## src/logic/two_wire_bitbang_map.vh

```
/*
 * Register map and field layout of the two software-driven two-wire ports.
 * Assumes byte addresses relative to the chip select base, 32-bit data.
 */
`ifndef TWO_WIRE_BITBANG_MAP_VH
`define TWO_WIRE_BITBANG_MAP_VH

// Link 0: switch configuration slave
`define LINK0_LINE_STATE_ADDR 20'h02000
`define LINK0_OUTPUT_SET_ADDR 20'h02000
`define LINK0_OUTPUT_CLEAR_ADDR 20'h02004

// Link 1: display data channel
`define LINK1_LINE_STATE_ADDR 20'h16000
`define LINK1_OUTPUT_SET_ADDR 20'h16000
`define LINK1_OUTPUT_CLEAR_ADDR 20'h16004

// Bit positions in every register of a link
`define CLOCK_BIT 0
`define DATA_BIT 1

// Output bits after reset: both lines released
`define OUTPUT_BITS_RESET 2'h3

// Idle levels of the synchronised lines and bus strobes
`define LINE_IDLE 2'h3
`define STROBES_IDLE 3'h7

// Unmapped reads and upper bits
`define READ_ZERO 32'h00000000

`endif

```

## src/logic/two_wire_bitbang_top.v

```verilog
/*
 * Two software-driven two-wire ports behind a static memory bus slave.
 * Assumes the static memory strobes, address and data come from another
 * clock domain and stay stable while the strobes are active; the two
 * serial lines of each link are pulled up on the board.
 */
`include "two_wire_bitbang_map.vh"

module two_wire_bitbang_top #(
  parameter ADDR_WIDTH = 20,
  parameter DATA_WIDTH = 32
) (
  // Clock and reset
  input wire i_sys_clk,
  input wire i_reset,
  // Static memory bus, strobes active low
  input wire i_cs_n,
  input wire i_we_n,
  input wire i_oe_n,
  input wire [ADDR_WIDTH-1:0] i_addr,
  input wire [DATA_WIDTH-1:0] i_wdata,
  output reg [DATA_WIDTH-1:0] o_rdata,
  output reg o_data_oe,
  // Link 0: switch configuration slave
  input wire i_link0_scl_in,
  output reg o_link0_scl_out,
  output wire o_link0_scl_oe,
  input wire i_link0_sda_in,
  output reg o_link0_sda_out,
  output wire o_link0_sda_oe,
  // Link 1: display data channel
  input wire i_link1_scl_in,
  output reg o_link1_scl_out,
  output wire o_link1_scl_oe,
  input wire i_link1_sda_in,
  output reg o_link1_sda_out,
  output wire o_link1_sda_oe
);

  // Bus synchronisers: first stage feeds only the second
  reg [2:0] strobe_meta;
  reg [2:0] strobe_sync;
  reg [ADDR_WIDTH-1:0] addr_meta;
  reg [ADDR_WIDTH-1:0] addr_sync;
  reg [DATA_WIDTH-1:0] wdata_meta;
  reg [DATA_WIDTH-1:0] wdata_sync;
  reg [1:0] write_seen;

  wire cs_active;
  wire we_active;
  wire oe_active;
  wire write_start;

  // Per-link strobes and state
  reg [1:0] link0_set;
  reg [1:0] link0_clear;
  reg [1:0] link1_set;
  reg [1:0] link1_clear;
  wire [1:0] link0_state;
  wire [1:0] link1_state;
  reg [DATA_WIDTH-1:0] next_rdata;

  function addr_hit;
    input [ADDR_WIDTH-1:0] addr;
    input [ADDR_WIDTH-1:0] target;
    begin
      addr_hit = (addr == target);
    end
  endfunction

  function [1:0] write_mask;
    input [DATA_WIDTH-1:0] data;
    begin
      write_mask = {data[`DATA_BIT], data[`CLOCK_BIT]};
    end
  endfunction

  function [DATA_WIDTH-1:0] state_word;
    input [1:0] state;
    begin
      state_word = `READ_ZERO;
      state_word[`CLOCK_BIT] = state[0];
      state_word[`DATA_BIT] = state[1];
    end
  endfunction

  always @(posedge i_sys_clk) begin
    if (i_reset) begin
      strobe_meta <= `STROBES_IDLE;
      strobe_sync <= `STROBES_IDLE;
      addr_meta <= {ADDR_WIDTH{1'b0}};
      addr_sync <= {ADDR_WIDTH{1'b0}};
      wdata_meta <= {DATA_WIDTH{1'b0}};
      wdata_sync <= {DATA_WIDTH{1'b0}};
    end else begin
      strobe_meta <= {i_oe_n, i_we_n, i_cs_n};
      strobe_sync <= strobe_meta;
      addr_meta <= i_addr;
      addr_sync <= addr_meta;
      wdata_meta <= i_wdata;
      wdata_sync <= wdata_meta;
    end
  end

  assign cs_active = ~strobe_sync[0];
  assign we_active = cs_active & ~strobe_sync[1];
  assign oe_active = cs_active & ~strobe_sync[2] & ~we_active;
  // One register action per write strobe, however long it is held.
  // Acting a cycle after the synced strobe lets skewed address and
  // data bits settle through both flops first.
  assign write_start = we_active & write_seen[0] & ~write_seen[1];

  always @(posedge i_sys_clk) begin
    if (i_reset) begin
      write_seen <= 2'h0;
    end else begin
      write_seen <= {write_seen[0], we_active};
    end
  end

  // Write decode into one-cycle set and clear strobes
  always @(posedge i_sys_clk) begin
    if (i_reset) begin
      link0_set <= 2'h0;
      link0_clear <= 2'h0;
      link1_set <= 2'h0;
      link1_clear <= 2'h0;
    end else begin
      link0_set <= 2'h0;
      link0_clear <= 2'h0;
      link1_set <= 2'h0;
      link1_clear <= 2'h0;
      if (write_start) begin
        if (addr_hit(addr_sync, `LINK0_OUTPUT_SET_ADDR)) begin
          link0_set <= write_mask(wdata_sync);
        end
        if (addr_hit(addr_sync, `LINK1_OUTPUT_SET_ADDR)) begin
          link1_set <= write_mask(wdata_sync);
        end
        if (addr_hit(addr_sync, `LINK0_OUTPUT_CLEAR_ADDR)) begin
          link0_clear <= write_mask(wdata_sync);
        end
        if (addr_hit(addr_sync, `LINK1_OUTPUT_CLEAR_ADDR)) begin
          link1_clear <= write_mask(wdata_sync);
        end
      end
    end
  end

  // line-state read
  // Unmapped and write-only addresses read as zero
  always @* begin
    next_rdata = `READ_ZERO;
    if (addr_hit(addr_sync, `LINK0_LINE_STATE_ADDR)) begin
      next_rdata = state_word(link0_state);
    end else if (addr_hit(addr_sync, `LINK1_LINE_STATE_ADDR)) begin
      next_rdata = state_word(link1_state);
    end
  end

  always @(posedge i_sys_clk) begin
    if (i_reset) begin
      o_rdata <= `READ_ZERO;
      o_data_oe <= 1'b0;
    end else begin
      o_data_oe <= oe_active;
      if (oe_active) begin
        o_rdata <= next_rdata;
      end
    end
  end

  // Open-collector pads: output value is a constant low
  always @(posedge i_sys_clk) begin
    if (i_reset) begin
      o_link0_scl_out <= 1'b0;
      o_link0_sda_out <= 1'b0;
      o_link1_scl_out <= 1'b0;
      o_link1_sda_out <= 1'b0;
    end else begin
      o_link0_scl_out <= 1'b0;
      o_link0_sda_out <= 1'b0;
      o_link1_scl_out <= 1'b0;
      o_link1_sda_out <= 1'b0;
    end
  end

  bitbang_two_wire_port u_link0 (
    .i_sys_clk(i_sys_clk),
    .i_reset(i_reset),
    .i_set(link0_set),
    .i_clear(link0_clear),
    .o_line_state(link0_state),
    .i_scl_in(i_link0_scl_in),
    .i_sda_in(i_link0_sda_in),
    .o_scl_oe(o_link0_scl_oe),
    .o_sda_oe(o_link0_sda_oe)
  );

  bitbang_two_wire_port u_link1 (
    .i_sys_clk(i_sys_clk),
    .i_reset(i_reset),
    .i_set(link1_set),
    .i_clear(link1_clear),
    .o_line_state(link1_state),
    .i_scl_in(i_link1_scl_in),
    .i_sda_in(i_link1_sda_in),
    .o_scl_oe(o_link1_scl_oe),
    .o_sda_oe(o_link1_sda_oe)
  );

endmodule

```

## src/logic/bitbang_two_wire_port.v

```verilog
/*
 * One software-driven two-wire port: two stored output bits and the
 * synchronised line levels. Assumes set and clear arrive as one-cycle
 * strobes on i_sys_clk and that the lines are pulled up outside.
 */
`include "two_wire_bitbang_map.vh"

module bitbang_two_wire_port (
  // Clock and reset
  input wire i_sys_clk,
  input wire i_reset,
  // Register side
  input wire [1:0] i_set,
  input wire [1:0] i_clear,
  output reg [1:0] o_line_state,
  // Lines
  input wire i_scl_in,
  input wire i_sda_in,
  output reg o_scl_oe,
  output reg o_sda_oe
);

  reg [1:0] output_bits;
  reg [1:0] next_output_bits;
  reg [1:0] line_meta;

  // Set wins if one write names a bit in both masks
  always @* begin
    next_output_bits = (output_bits & ~i_clear) | i_set;
  end

  always @(posedge i_sys_clk) begin
    if (i_reset) begin
      output_bits <= `OUTPUT_BITS_RESET;
      o_scl_oe <= 1'b0;
      o_sda_oe <= 1'b0;
      line_meta <= `LINE_IDLE;
      o_line_state <= `LINE_IDLE;
    end else begin
      output_bits <= next_output_bits;
      // open collector drive
      // Only a low is ever driven; a one releases the line
      o_scl_oe <= ~next_output_bits[`CLOCK_BIT];
      o_sda_oe <= ~next_output_bits[`DATA_BIT];
      line_meta <= {i_sda_in, i_scl_in};
      o_line_state <= line_meta;
    end
  end

endmodule

```

## config.mk

```make
export PLATFORM = sky130hd
export DESIGN_NAME = two_wire_bitbang_top
export DESIGN_NICKNAME = d
export VERILOG_FILES = /design/src/logic/two_wire_bitbang_top.v /design/src/logic/bitbang_two_wire_port.v
export VERILOG_INCLUDE_DIRS = /design/src /design/src/logic
export SDC_FILE = /design/constraint.sdc
export NUM_CORES = 1
export LEC_CHECK = 0
export BUFFER_PORTS_ARGS = -buffer_cell sky130_fd_sc_hd__buf_4
export CORE_UTILIZATION = 30
export DETAILED_ROUTE_END_ITERATION = 10
export GPL_TIMING_DRIVEN = 0
export PLACE_DENSITY = 0.56
export SKIP_CTS_REPAIR_TIMING = 1
export SYNTH_ARGS = -nofsm -noshare
export SYNTH_HDL_FRONTEND = slang
export SYNTH_SLANG_ARGS = --single-unit
```

## constraint.sdc

```tcl
create_clock -name i_sys_clk -period 3.5 [get_ports i_sys_clk]
set_clock_uncertainty 0.05 [all_clocks]
set_input_delay 0.35 -clock i_sys_clk [delete_from_list [all_inputs] [get_ports i_sys_clk]]
set_output_delay 0.35 -clock i_sys_clk [all_outputs]
set_load 0.02 [all_outputs]
```

==> flow_summary.yaml <==
logic_synthesis:
  synth_seq_area_share: 0.616
  netlist.top_cell.by_area: "dfxtp_1"
  number_of_standard_cells_after_synthesis: 230
  syn-cell-area_um2: 2570
  synth.area.top_cells: "dfxtp_1 (62%), nor2b_1 (11%), buf_4 (9.9%)"
  ys_warn_count: 0
  post_synth_num_cell_types: 22
  area_fraction_of_the_dominant_cell_type_after_synthesis: 0.616
  postSynthRegisterBits: 79
  avgSynthCellArea_um2: 11.2
placement:
  gp_routability_congestion: 0.736
  count_of_placed_standard_cells_including_taps: 405
  io_buffers: 37
  dp.final_hpwl_mm: 2.64
cells_and_area:
  flow.area_growth_from_synthesis_pct: 27.2
  final_cell_mix: "dfxtp_1 (79), buf_4 (71), nor2b_1 (45)"
  final_layout_size_suffix_gt1_frac: 0.325
  mostFrequentLayoutCell: "dfxtp_1"
  num-nets-final: 372
  register_area_um2: 1580
  finish.utilization: 0.395
  fill_cells: 852
  number_of_standard_cells_in_the_final_layout_excluding_fillers: 419
  multi_input_comb_area_um2: 796
  antennaDiodeCount: 0
power_and_ir_drop:
  power.combinational.fraction: 0.083
  power.density_cell_area_nw_per_um2: 504
  power.sequential.fraction: 0.572
  swShare: 0.216
  p_switching_uw: 355
  total_leakage_power_nw: 1.46
  fraction_of_power_consumed_by_the_clock_network: 0.345
  p_int_mw: 1.29
  max-vdd-ir-drop_v: 0.000196
  tot_pwr_mw: 1.65
timing:
  final_clock_period_utilization_by_the_worst_path: 0.360
  setup-tns-final_ns: 0
  report.final.hold_viol_count: 0
  drv_slew: 0
  grt_setup_unrepaired: "no"
  clock.fmax_mhz: 793
  period_needed_ns: 1.26
  final_hold_slack_ns: 0.148
  setup_viol_count_final: 0
global_route:
  globalRouteOverflowTotal: 0
  grt_start_max_net_pins: 12
  grt_pass1_wl_mm: 5.78
  first_global_vias: 1328
  initial_antenna_violation_count: 0
  grt_use_total: 0.0892
floorplanning:
  initial_core_util: 0.311
  top_level_i_o_count: 102
  core-area_um2: 8260
  floorplan.die.width_um: 94.5
  die_area_um2: 8930
  die-height_um: 94.5
  rows: 33
job:
  cap_violations: 0
routing:
  route.detailed.wl_per_inst_um: 8.39
  detail_route.wirelength_mm: 3.52
  detailedRoute.firstPassIterationCount: 3
  drt_iter0_drc: 39
  detail-route-antenna-nets: 0
  drc: 0
  via_per_inst: 3.53
  via_count: 1477
clocking:
  numCtsBuffers: 9
  clock_latency_ns: 0.33
  max_clock_buf_depth: 2
  clock_tree.htree_level_count: 3
  clk_root_buffer_cell: "clkbuf_8"
  clock_slew_seen_by_the_registers_of_the_worst_setup_and_hold_paths_ns: 0.07
  clock_sink_count: 79
  tritoncts_clock_tree: "done"
min_path:
  path_type_of_the_worst_min_delay_path: "in2reg"
setup_path:
  worstPathCellList: "nor4_4 -> nand4_1 -> o31ai_1"
  critical_path_peak_fanout: 3
  timing.critical_path.to_type: "flop"
  critical-path-max-stage-delay_ns: 0.36
  endpoint_arrival_time_on_the_critical_path_ns: 1.46
  worst-endpoint-required_ns: 3.70
  timing_worst_setup_path_type: "reg2reg"
  timing.critical_path.from_type: "flop"
  critPathSlowestCell: "nor4_4"
status:
  status: "completed"
-- per-stage QoR --
stage	instance area [um^2]	setup WS (ns)
floorplan	2690	2.39
CTS	3260	2.23
finish	3260	2.24
global route	3260	2.10
detailed placement	3100	2.07
global placement	3100	2.06
-- flip-flops by register name, indices dropped and copies added, names as in the netlist, 3 cells and up --
register	cells
addr_meta	20
addr_sync	20
strobe_meta	3
strobe_sync	3
-- critical path, delay by kind of cell, from the launching register on --
| family | cells | cell delay [ns] |
|---|---|---|
| DFF | 1 | 0.33 |
| and+or+nand+nor | 2 | 0.55 |
| AOI/OAI and AO/OA | 1 | 0.25 |
-- power groups by stage --
stage,registers (mW),clock network [mW],logic (mW)
global route,0.943,0.627,0.151
CTS,0.940,0.593,0.137
finish,0.940,0.568,0.137
floorplan,0.958,0,0.103
detailed placement,0.961,0,0.137
global placement,0.961,0,0.137
-- cell type report --
cell class / instances / share of cell area
buffer: 41 / 0.0867
clock buffer: 13 / 0.0487
clock inverter: 1 / 0.00153
inverter: 8 / 0.00920
multi-input combinational: 135 / 0.244
sequential: 79 / 0.485
tap: 105 / 0.0403
timing repair buffer: 37 / 0.0851
-- metal layers --
metal	wire length, um	vias up	track usage
li1	-	816	-
met1	1520	615	0.101
met2	1690	35	0.134
met3	189	11	0.0314
met4	121	0	0.0758
met5	0	-	0
-- cells in the mapped netlist --
cell type	count
a22oi_1	2
and2_1	1
buf_2	1
buf_4	34
clkbuf_1	6
conb_1	1
dfxtp_1	79
inv_1	8
nand3_1	3
nand3b_1	3
nand4_1	3
nor2_1	7
nor2b_1	45
nor3_1	10
nor3b_1	1
nor4_4	2
nor4b_1	2
nor4b_4	1
o21a_1	4
o31ai_1	2
or2_2	14
or3b_2	1
-- cell families after synthesis --
logic type	count (synthesis)	share of synthesized area
AO/OA/AOI/OAI	8	0.0234
buffers and inverters	49	0.122
AND/OR/NAND/NOR	93	0.237
flip-flops	79	0.616
other	1	0.00146
-- path summary, 6_finish.rpt --
check / from / to / slack (ns) / cells past startpoint
setup / recovery: addr_sync[5] / o_rdata[1] / 2.24 / 3
hold / removal: i_link1_sda_in / u_link1.line_meta[1] / 0.15 / 2
setup reg to reg: addr_sync[5] / o_rdata[1] / 2.24 / 3
hold reg to reg: u_link1.line_meta[1] / u_link1.o_line_state[1] / 0.36 / 1
Note: power is estimated with default switching activity, not from simulation.
